[config.mk]
export PLATFORM = sky130hd
export DESIGN_NAME = quad_dac_update_control
export DESIGN_NICKNAME = d
export VERILOG_FILES = /design/src/hw/quad_dac_pkg.sv /design/src/hw/chan_if.sv /design/src/hw/quad_dac_update_control.sv /design/src/hw/dac_channel.sv
export SDC_FILE = /design/constraint.sdc
export NUM_CORES = 1
export LEC_CHECK = 0
export BUFFER_PORTS_ARGS = -buffer_cell sky130_fd_sc_hd__buf_4
export CORE_MARGIN = 3
export CORE_UTILIZATION = 54
export DETAILED_ROUTE_END_ITERATION = 8
export GPL_ROUTABILITY_DRIVEN = 0
export PLACE_DENSITY = 0.77
export SLEW_MARGIN = 40
export SYNTH_ARGS = -nofsm -noshare
export SYNTH_HDL_FRONTEND = slang
export SYNTH_SLANG_ARGS = --single-unit
[constraint.sdc]
create_clock -name clk -period 2 [get_ports clk]
set_input_delay 0.4 -clock clk [delete_from_list [all_inputs] [get_ports clk]]
set_output_delay 0.4 -clock clk [all_outputs]
set_load 0.05 [all_outputs]
[src/hw/quad_dac_pkg.sv]
// Purpose: shared constants and types for the quad dac update control
// Assumes: 24-bit command frames, 10-bit codes left justified in the data field
// Notes: every offset, field position and timing count lives here, with the channel, mask and reference reset values

package quad_dac_pkg;

  // ***************************************************************
  // sizes
  // ***************************************************************
  localparam int CHANNELS = 4; // channels a, b, c, d
  localparam int DAC_BITS = 10; // code width per channel
  localparam int FRAME_BITS = 24; // three bytes per write

  // ***************************************************************
  // frame field positions
  // ***************************************************************
  localparam int CMD_MSB = 23; // command code top bit
  localparam int CMD_LSB = 20; // command code low bit
  localparam int ADDR_MSB = 19; // channel select, d
  localparam int ADDR_LSB = 16; // channel select, a
  localparam int DATA_MSB = 15; // code msb
  localparam int DATA_LSB = 6; // code lsb, low bits unused
  localparam int MASK_MSB = 3; // load mask, channel d
  localparam int MASK_LSB = 0; // load mask, channel a
  localparam int REF_BIT = 0; // reference off bit

  // ***************************************************************
  // command codes
  // ***************************************************************
  typedef logic [3:0] cmd_t;
  localparam cmd_t CMD_WRITE_INPUT = 4'h1; // input register, strobe dependent
  localparam cmd_t CMD_UPDATE_DAC = 4'h2; // copy input to dac register
  localparam cmd_t CMD_WRITE_UPDATE = 4'h3; // write both registers
  localparam cmd_t CMD_LOAD_MASK = 4'h5; // load hold mask
  localparam cmd_t CMD_SOFT_RESET = 4'h6; // back to power-on code
  localparam cmd_t CMD_REF_SETUP = 4'h7; // internal reference on/off

  // ***************************************************************
  // codes and reset values
  // ***************************************************************
  typedef logic [DAC_BITS-1:0] code_t;
  localparam code_t ZERO_SCALE_CODE = 10'h000; // select pin low
  localparam code_t MID_SCALE_CODE = 10'h200; // select pin high
  localparam code_t CHANNEL_RESET = 10'h000; // before init completes
  localparam logic [3:0] MASK_RESET = 4'h0; // every channel follows strobe
  localparam logic REF_DISABLE_RESET = 1'b0; // reference on

  // ***************************************************************
  // timing
  // ***************************************************************
  localparam int CLK_PERIOD_PS = 5000; // 200 MHz
  localparam int RESET_MIN_NS = 30; // least hold of the reset pin
  localparam int RESET_MIN_CYC = (RESET_MIN_NS * 1000 + CLK_PERIOD_PS - 1) / CLK_PERIOD_PS;
  localparam logic [1:0] SETTLE_CYCLES = 2'h3; // synchroniser fill after power-up

endpackage

[src/hw/chan_if.sv]
// Purpose: control and value lines between the controller and one channel
// Assumes: one instance per channel, same clock on both ends
// Notes: clear wins over every load in the channel

`timescale 1ns/1ps

interface chan_if;
  import quad_dac_pkg::*;
  logic load_input; // take data into input register
  logic load_dac; // take data into dac register
  logic copy_to_dac; // move input register to dac register
  logic clear; // both registers to clear_code
  code_t data; // code from the frame
  code_t clear_code; // zero or midscale
  code_t input_value; // input register contents
  code_t dac_value; // dac register contents

  modport ctrl
  (
    output load_input,
    output load_dac,
    output copy_to_dac,
    output clear,
    output data,
    output clear_code,
    input input_value,
    input dac_value
  );

  modport chan
  (
    input load_input,
    input load_dac,
    input copy_to_dac,
    input clear,
    input data,
    input clear_code,
    output input_value,
    output dac_value
  );
endinterface

[src/hw/quad_dac_update_control.sv]
// Purpose: command decode and update control of a four channel dac
// Assumes: frames arrive whole from the serial slave on clk; pins are asynchronous
// Notes: rst_n is the power-on reset; hw_reset_n is the device reset pin

`timescale 1ns/1ps

module quad_dac_update_control
  import quad_dac_pkg::*;
(
  input wire logic clk,
  input wire logic rst_n,
  input wire logic frame_valid,
  input wire logic [FRAME_BITS-1:0] frame_data,
  input wire logic load_strobe_n,
  input wire logic hw_reset_n,
  input wire logic power_up_level_select,
  output logic [CHANNELS*DAC_BITS-1:0] dac_values,
  output logic [3:0] load_hold_mask,
  output logic reference_disable,
  output logic init_done
);

  // ***************************************************************
  // declarations
  // ***************************************************************
  typedef enum logic [0:0] {st_init, st_run} state_e;

  state_e state; // init until pins settle
  state_e next_state;
  logic [1:0] settle; // cycles since power-on reset
  logic [1:0] next_settle;
  logic [3:0] next_mask;
  logic next_ref;

  logic [2:0] ld_sync; // strobe pin, [0] first stage
  logic [2:0] rs_sync; // reset pin
  logic [2:0] sel_sync; // level select pin
  logic [2:0] next_ld_sync;
  logic [2:0] next_rs_sync;
  logic [2:0] next_sel_sync;
  logic ld_level; // accepted strobe level
  logic rs_level; // accepted reset pin level, low = reset
  logic sel_level; // accepted select level
  logic next_ld_level;
  logic next_rs_level;
  logic next_sel_level;
  logic ld_fall; // accepted falling edge of the strobe

  cmd_t cmd; // frame fields
  logic [3:0] addr;
  code_t frame_code;

  logic [CHANNELS-1:0] do_load_input; // per channel controls
  logic [CHANNELS-1:0] do_load_dac;
  logic [CHANNELS-1:0] do_copy;
  logic do_clear;
  code_t clear_code;
  code_t in_vals [CHANNELS]; // observed register contents
  code_t dac_vals [CHANNELS];

  chan_if cif [CHANNELS] ();

  // ***************************************************************
  // pin synchronisers
  // ***************************************************************
  // a level counts once stages two and three agree; stage one feeds only stage two
  always_comb
  begin
    next_ld_sync = {ld_sync[1:0], load_strobe_n};
    next_rs_sync = {rs_sync[1:0], hw_reset_n};
    next_sel_sync = {sel_sync[1:0], power_up_level_select};
    next_ld_level = (ld_sync[1] == ld_sync[2]) ? ld_sync[2] : ld_level;
    next_rs_level = (rs_sync[1] == rs_sync[2]) ? rs_sync[2] : rs_level;
    next_sel_level = (sel_sync[1] == sel_sync[2]) ? sel_sync[2] : sel_level;
  end

  always_ff @(posedge clk)
  begin
    if (!rst_n)
    begin
      ld_sync <= 3'h7;
      rs_sync <= 3'h0;
      sel_sync <= 3'h0;
      ld_level <= 1'b1;
      rs_level <= 1'b0; // treat the device as held in reset until seen
      sel_level <= 1'b0;
    end
    else
    begin
      ld_sync <= next_ld_sync;
      rs_sync <= next_rs_sync;
      sel_sync <= next_sel_sync;
      ld_level <= next_ld_level;
      rs_level <= next_rs_level;
      sel_level <= next_sel_level;
    end
  end

  // edge taken from the accepted level, so a glitch shorter than a cycle never fires
  assign ld_fall = ld_level && !next_ld_level;

  // ***************************************************************
  // frame fields
  // ***************************************************************
  assign cmd = frame_data[CMD_MSB:CMD_LSB];
  assign addr = frame_data[ADDR_MSB:ADDR_LSB];
  assign frame_code = frame_data[DATA_MSB:DATA_LSB];
  assign clear_code = sel_level ? MID_SCALE_CODE : ZERO_SCALE_CODE;

  // ***************************************************************
  // control next state
  // ***************************************************************
  always_comb
  begin
    next_state = state;
    next_settle = settle;
    next_mask = load_hold_mask;
    next_ref = reference_disable;
    do_load_input = '0;
    do_load_dac = '0;
    do_copy = '0;
    do_clear = 1'b0;
    unique case (state)
      st_init:
      begin
        // strobe activity is not looked at here at all
        if (settle != SETTLE_CYCLES)
        begin
          next_settle = settle + 2'h1;
        end
        else if (rs_level)
        begin
          do_clear = 1'b1;
          next_state = st_run;
        end
      end
      st_run:
      begin
        if (!rs_level)
        begin
          // outputs held at the clear code, frames dropped meanwhile
          do_clear = 1'b1;
        end
        else
        begin
          // masked channels ignore the falling edge of the strobe
          if (ld_fall)
          begin
            do_copy = ~load_hold_mask;
          end
          if (frame_valid)
          begin
            case (cmd)
              CMD_WRITE_INPUT:
              begin
                do_load_input = addr;
                // strobe low: mask deliberately not applied
                if (!ld_level)
                begin
                  do_load_dac = addr;
                end
              end
              CMD_UPDATE_DAC:
              begin
                do_copy = do_copy | addr;
              end
              CMD_WRITE_UPDATE:
              begin
                do_load_input = addr;
                do_load_dac = addr;
              end
              CMD_LOAD_MASK:
              begin
                next_mask = frame_data[MASK_MSB:MASK_LSB];
              end
              CMD_SOFT_RESET:
              begin
                do_clear = 1'b1;
                next_mask = MASK_RESET;
                next_ref = REF_DISABLE_RESET;
              end
              CMD_REF_SETUP:
              begin
                next_ref = frame_data[REF_BIT];
              end
              default:
              begin
                // other commands belong to blocks outside this one
              end
            endcase
          end
        end
      end
    endcase
  end

  // ***************************************************************
  // control registers
  // ***************************************************************
  always_ff @(posedge clk)
  begin
    if (!rst_n)
    begin
      state <= st_init;
      settle <= 2'h0;
      load_hold_mask <= MASK_RESET;
      reference_disable <= REF_DISABLE_RESET;
    end
    else
    begin
      state <= next_state;
      settle <= next_settle;
      load_hold_mask <= next_mask;
      reference_disable <= next_ref;
    end
  end

  assign init_done = (state == st_run);

  // ***************************************************************
  // channels
  // ***************************************************************
  for (genvar i = 0; i < CHANNELS; i++)
  begin : g_chan
    assign cif[i].load_input = do_load_input[i];
    assign cif[i].load_dac = do_load_dac[i];
    assign cif[i].copy_to_dac = do_copy[i];
    assign cif[i].clear = do_clear;
    assign cif[i].data = frame_code;
    assign cif[i].clear_code = clear_code;
    assign in_vals[i] = cif[i].input_value;
    assign dac_vals[i] = cif[i].dac_value;
    assign dac_values[i*DAC_BITS +: DAC_BITS] = cif[i].dac_value;

    dac_channel u_chan
    (
      .clk(clk),
      .rst_n(rst_n),
      .port(cif[i])
    );
  end

  // ***************************************************************
  // assertions
  // ***************************************************************
  localparam int RST_WIN = RESET_MIN_CYC; // bound on reaction to the reset pin

  logic live; // running and not held by the reset pin
  assign live = (state == st_run) && rs_level;
endmodule

[src/hw/dac_channel.sv]
// Purpose: input register and dac register of one channel
// Assumes: controller may raise load_dac and copy_to_dac in one cycle
// Notes: a direct data load beats a copy, clear beats both

`timescale 1ns/1ps

module dac_channel
  import quad_dac_pkg::*;
(
  input wire logic clk,
  input wire logic rst_n,
  chan_if.chan port
);

  code_t input_reg; // staged code
  code_t dac_reg; // code that drives the output
  code_t next_input_reg;
  code_t next_dac_reg;

  // ***************************************************************
  // next values
  // ***************************************************************
  always_comb
  begin
    next_input_reg = input_reg;
    next_dac_reg = dac_reg;
    if (port.clear)
    begin
      // pin reset, soft reset or end of init; rst_n is taken in the registers
      next_input_reg = port.clear_code;
      next_dac_reg = port.clear_code;
    end
    else
    begin
      if (port.load_input)
      begin
        next_input_reg = port.data;
      end
      if (port.load_dac)
      begin
        // direct write, uses frame data not the old input value
        next_dac_reg = port.data;
      end
      else if (port.copy_to_dac)
      begin
        next_dac_reg = input_reg;
      end
    end
  end

  // ***************************************************************
  // registers
  // ***************************************************************
  always_ff @(posedge clk)
  begin
    if (!rst_n)
    begin
      input_reg <= CHANNEL_RESET;
      dac_reg <= CHANNEL_RESET;
    end
    else
    begin
      input_reg <= next_input_reg;
      dac_reg <= next_dac_reg;
    end
  end

  assign port.input_value = input_reg;
  assign port.dac_value = dac_reg;

endmodule

==> impl_table.tex <==
\begin{tabular}{lr}
\hline
Metric & Value \\
\hline
\multicolumn{2}{l}{\textbf{Power and ir drop}} \\
\quad Static Leakage & 0.00222 uW \\
\quad Power density normalized to cell area & 650 nW/um\^{}2 \\
\quad Worst IR drop on VDD & 0.514 mV \\
\multicolumn{2}{l}{\textbf{Drt}} \\
\quad Routed vias/inst & 5.73 \\
\quad Count of vias placed by the detailed router & roughly 3500 \\
\quad Antenna Nets Post-Route & 0 \\
\quad DRC Markers & 0 \\
\quad Number of optimization iterations in the first detailed-route pass & 4 \\
\quad Number of DRC violations after detailed-routing iteration 0 & 222 \\
\quad Average routed wire per standard cell & 17.6 um \\
\quad Total wire length & around 11000 um \\
\multicolumn{2}{l}{\textbf{Finish}} \\
\quad Fill cell total of the finished layout & 607 \\
\quad Layout overhead on the synthesized area & 20.1\% \\
\quad Fraction of layout instances using a drive strength above 1 & between 30\% and 40\% \\
\quad Inserted Diodes & 0 \\
\quad Post-Layout Cell Count & between 600 and 700 \\
\quad Final net count & 530 \\
\quad Commonest non-fill, non-tap cells in the layout & sky130\_fd\_sc\_hd\_\_dfxtp\_1 (99), sky130\_fd\_sc\_hd\_\_buf\_4 (95), sky130\_fd\_sc\_hd\_\_mux2i\_1 (84) \\
\quad Commonest non-fill, non-tap cell in the layout & sky130\_fd\_sc\_hd\_\_dfxtp\_1 \\
\quad Final design instance area without fill & 5420 um\^{}2 \\
\multicolumn{2}{l}{\textbf{Floorplanning}} \\
\quad Floorplan core area & 7930 um\^{}2 \\
\quad Die Wd & 97.4 um \\
\quad Initial core utilization & between 50 and 60\% \\
\quad Row count & 32 \\
\quad Die Ht & between 90 and 100 um \\
\quad Area enclosed by the die boundary & 9490 um\^{}2 \\
\quad IO Pins & 76 \\
\multicolumn{2}{l}{\textbf{GRT}} \\
\quad Overall fraction of global-route tracks in use & 22.7\% \\
\quad First-pass GRT wire length & 17500 um \\
\quad Layer with the highest usage & met2 \\
\quad Number of global-route vias before repair & 3483 \\
\quad Met1 track demand over resource in global routing & approximately 29\% \\
\quad M3 GR Usage & 4.67\% \\
\quad Largest net degree at the start of global routing & 37 \\
\quad Remaining Overflow, GRT & 0 \\
\quad GRT met2 Usage & 39.3\% \\
\quad Initial antenna violation count & 0 \\
\multicolumn{2}{l}{\textbf{Worst setup path}} \\
\quad Startpoint kind of the worst setup timing path & register \\
\quad Category of the critical setup timing path & reg2reg \\
\quad Cell type group with the largest total delay on the critical path & simple AND/OR/NAND/NOR gates \\
\quad Critical path buffer and inverter count & 1 \\
\quad Nature of the critical path endpoint & register \\
\quad Largest incremental delay on the critical path & 480 ps \\
\quad Cells along the critical path & nand4b\_4, nor4b\_2, buf\_4, mux2i\_1, a211oi\_2 \\
\quad Critical-path maximum fanout & 10 \\
\quad Endpoint required time on the critical path & 2250 ps \\
\quad Slowest cell on the critical path & sky130\_fd\_sc\_hd\_\_dfxtp\_1 \\
\quad Signal arrival time at the worst endpoint & about 2100 ps \\
\multicolumn{2}{l}{\textbf{STA}} \\
\quad Setup repair after global routing missed its margin & no \\
\quad Pins over their slew limit & 0 \\
\quad Worst-case clock skew & 9.06 ps \\
\quad Final setup violation count & 0 \\
\quad Worst-case hold slack & 221 ps \\
\quad Max Clk Rate & 546 MHz \\
\quad Count of endpoints failing hold in the final timing report & 0 \\
\quad Rel. slew slack & 53.1\% \\
\quad Post-layout minimum cycle time & 1830 ps \\
\quad Period utilization & 91.5\% \\
\quad Transition time at the pin with the least slew margin & roughly 690 ps \\
\multicolumn{2}{l}{\textbf{Synth}} \\
\quad Register bit count reported by yosys & 100 \\
\quad Post-synthesis area per instance & 10.4 um\^{}2 \\
\quad Post-synthesis cell count & between 400 and 500 \\
\quad Area share of the leading cell type in the synthesized netlist & 44.3\% \\
\quad Synth unique cells & 37 \\
\quad Leading post-synthesis cells by cell area & sky130\_fd\_sc\_hd\_\_dfxtp\_1 (44\%), sky130\_fd\_sc\_hd\_\_mux2i\_1 (19\%), sky130\_fd\_sc\_hd\_\_a211oi\_2 (10\%), sky130\_fd\_sc\_hd\_\_nor3\_1 (4.0\%), sky130\_fd\_sc\_hd\_\_nor2\_1 (3.2\%) \\
\quad Yosys warns & 0 \\
\quad Number of nets in the synthesized netlist & 465 \\
\quad Netlist area before placement & 4510 um\^{}2 \\
\quad Register area share after synthesis & 44.3\% \\
\quad Cell type with the largest total area after synthesis & sky130\_fd\_sc\_hd\_\_dfxtp\_1 \\
\multicolumn{2}{l}{\textbf{Run status}} \\
\quad Outcome & finished clean \\
\multicolumn{2}{l}{\textbf{Job}} \\
\quad Max Cap Viol & 0 \\
\multicolumn{2}{l}{\textbf{Hold path}} \\
\quad Path category of the worst min-delay check & in2reg \\
\multicolumn{2}{l}{\textbf{Placed design}} \\
\quad \# port buffers & 73 \\
\quad Inst Count DP & 590 \\
\quad Post-detail-place hpwl & 7350 um \\
\quad Total cell area at the placement stage & 5220 um\^{}2 \\
\multicolumn{2}{l}{\textbf{Clock tree}} \\
\quad Number of instances resized during post-cts repair & 0 \\
\quad H-tree lvl count & 3 \\
\quad CTS tree & built \\
\quad Clk sinks & 100 \\
\quad Clock buffers created by TritonCTS & 9 \\
\quad Max Buffers Root-to-Sink & 2 \\
\quad Cell chosen for the clock root & sky130\_fd\_sc\_hd\_\_clkbuf\_8 \\
\quad Clk Latency, worst-skew pair & between 300 and 400 ps \\
\quad Clock transition at the register clock pins on the worst setup and hold paths after CTS & 100 ps \\
\quad Buffers inserted by post-CTS timing repair & 0 \\
\quad Cts hold-fix bufs & 0 \\
\hline
\end{tabular}
==> final cells by class <==
| class | count | area (um^2) | share of cell area, % |
|---|---|---|---|
| Sequential cell | 100 | 2000 | 36.9 |
| Inverter | 1 | 3.75 | 0.0692 |
| Timing Repair Buffer | 98 | 773 | 14.3 |
| Tap cell | 102 | 128 | 2.35 |
| Multi-Input combinational cell | 289 | 2310 | 42.7 |
| Clock inverter | 3 | 46.3 | 0.854 |
| Clock buffer | 12 | 155 | 2.86 |
==> layer usage <==
metal	part of all wire, %	routed length (um)
met2	52	5500
met4	0.96	102
met5	0	0
met3	4.5	480
met1	43	4530
==> worst paths after layout <==
check | start | endpoint | slack (ps) | depth (start not counted)
hold reg to reg | ld_sync[0] | ld_sync[1] | 410 | 1
hold / removal | load_strobe_n | ld_sync[0] | 220 | 2
setup / recovery | rs_level | g_chan[3].u_chan.port.dac_value[1] | 170 | 5
setup reg to reg | rs_level | g_chan[3].u_chan.port.dac_value[1] | 170 | 5
==> state kept, by name (all words and copies together), names as in the netlist <==
name and flops:
sel_sync 3, g_chan.u_chan.port.dac_value 40, rs_level 1, ld_sync 3, reference_disable 1, init_done 1, rs_sync 3, load_hold_mask 4
ld_level 1, sel_level 1, g_chan.u_chan.port.input_value 40, settle 2
==> power breakdown <==
group	internal (uW)	switching, uW
clock	643	676
combinational	78.4	111
sequential	2010	8.03
==> per-stage QoR <==
stage | utilization (%) | setup WS [ps] | setup TNS [ps] | power [uW]
floorplan | - | 146 | 0 | 2160
global placement | 65.9 | -12.3 | -15.9 | 2240
detailed placement | 65.9 | -26.7 | -44.9 | 2250
CTS | 68.4 | 177 | 0 | 3550
global route | 68.4 | 17.2 | 0 | 3640
finish | 68.4 | 169 | 0 | 3520
==> cells in the mapped netlist <==
library cell / n
sky130_fd_sc_hd__o31ai_1: 1
sky130_fd_sc_hd__o21ai_2: 1
sky130_fd_sc_hd__nand2_1: 4
sky130_fd_sc_hd__xnor2_1: 1
sky130_fd_sc_hd__o21ai_0: 5
sky130_fd_sc_hd__ha_1: 1
sky130_fd_sc_hd__inv_1: 1
sky130_fd_sc_hd__or4bb_1: 1
sky130_fd_sc_hd__and2_1: 7
sky130_fd_sc_hd__a21oi_1: 6
sky130_fd_sc_hd__nor4bb_1: 1
sky130_fd_sc_hd__o221ai_1: 8
sky130_fd_sc_hd__mux2i_1: 84
sky130_fd_sc_hd__buf_4: 4
sky130_fd_sc_hd__nand3_1: 9
sky130_fd_sc_hd__or2_2: 5
sky130_fd_sc_hd__o211ai_1: 4
sky130_fd_sc_hd__clkbuf_1: 21
sky130_fd_sc_hd__buf_1: 1
sky130_fd_sc_hd__buf_2: 18
sky130_fd_sc_hd__nand2b_1: 6
sky130_fd_sc_hd__dfxtp_1: 100
sky130_fd_sc_hd__and3_1: 1
sky130_fd_sc_hd__nand4b_4: 1
sky130_fd_sc_hd__nor3b_2: 1
sky130_fd_sc_hd__o311a_1: 1
sky130_fd_sc_hd__nand4bb_1: 1
sky130_fd_sc_hd__a21boi_0: 4
sky130_fd_sc_hd__xor2_1: 1
sky130_fd_sc_hd__nor3b_1: 5
sky130_fd_sc_hd__nor4b_2: 4
sky130_fd_sc_hd__or3b_1: 1
sky130_fd_sc_hd__nor3_1: 36
sky130_fd_sc_hd__a211oi_2: 36
sky130_fd_sc_hd__nor2_1: 39
sky130_fd_sc_hd__nor2b_1: 10
sky130_fd_sc_hd__a211oi_1: 4
==> cell families after synthesis <==
family	share of synthesized area, %
xor+xnor	0.388
fa+ha+maj	0.277
flops	44.3
mux	18.6
compound gates	15.3
buf+inv	4.57
simple gates	16.5
Power figures use the tool's default switching activity.
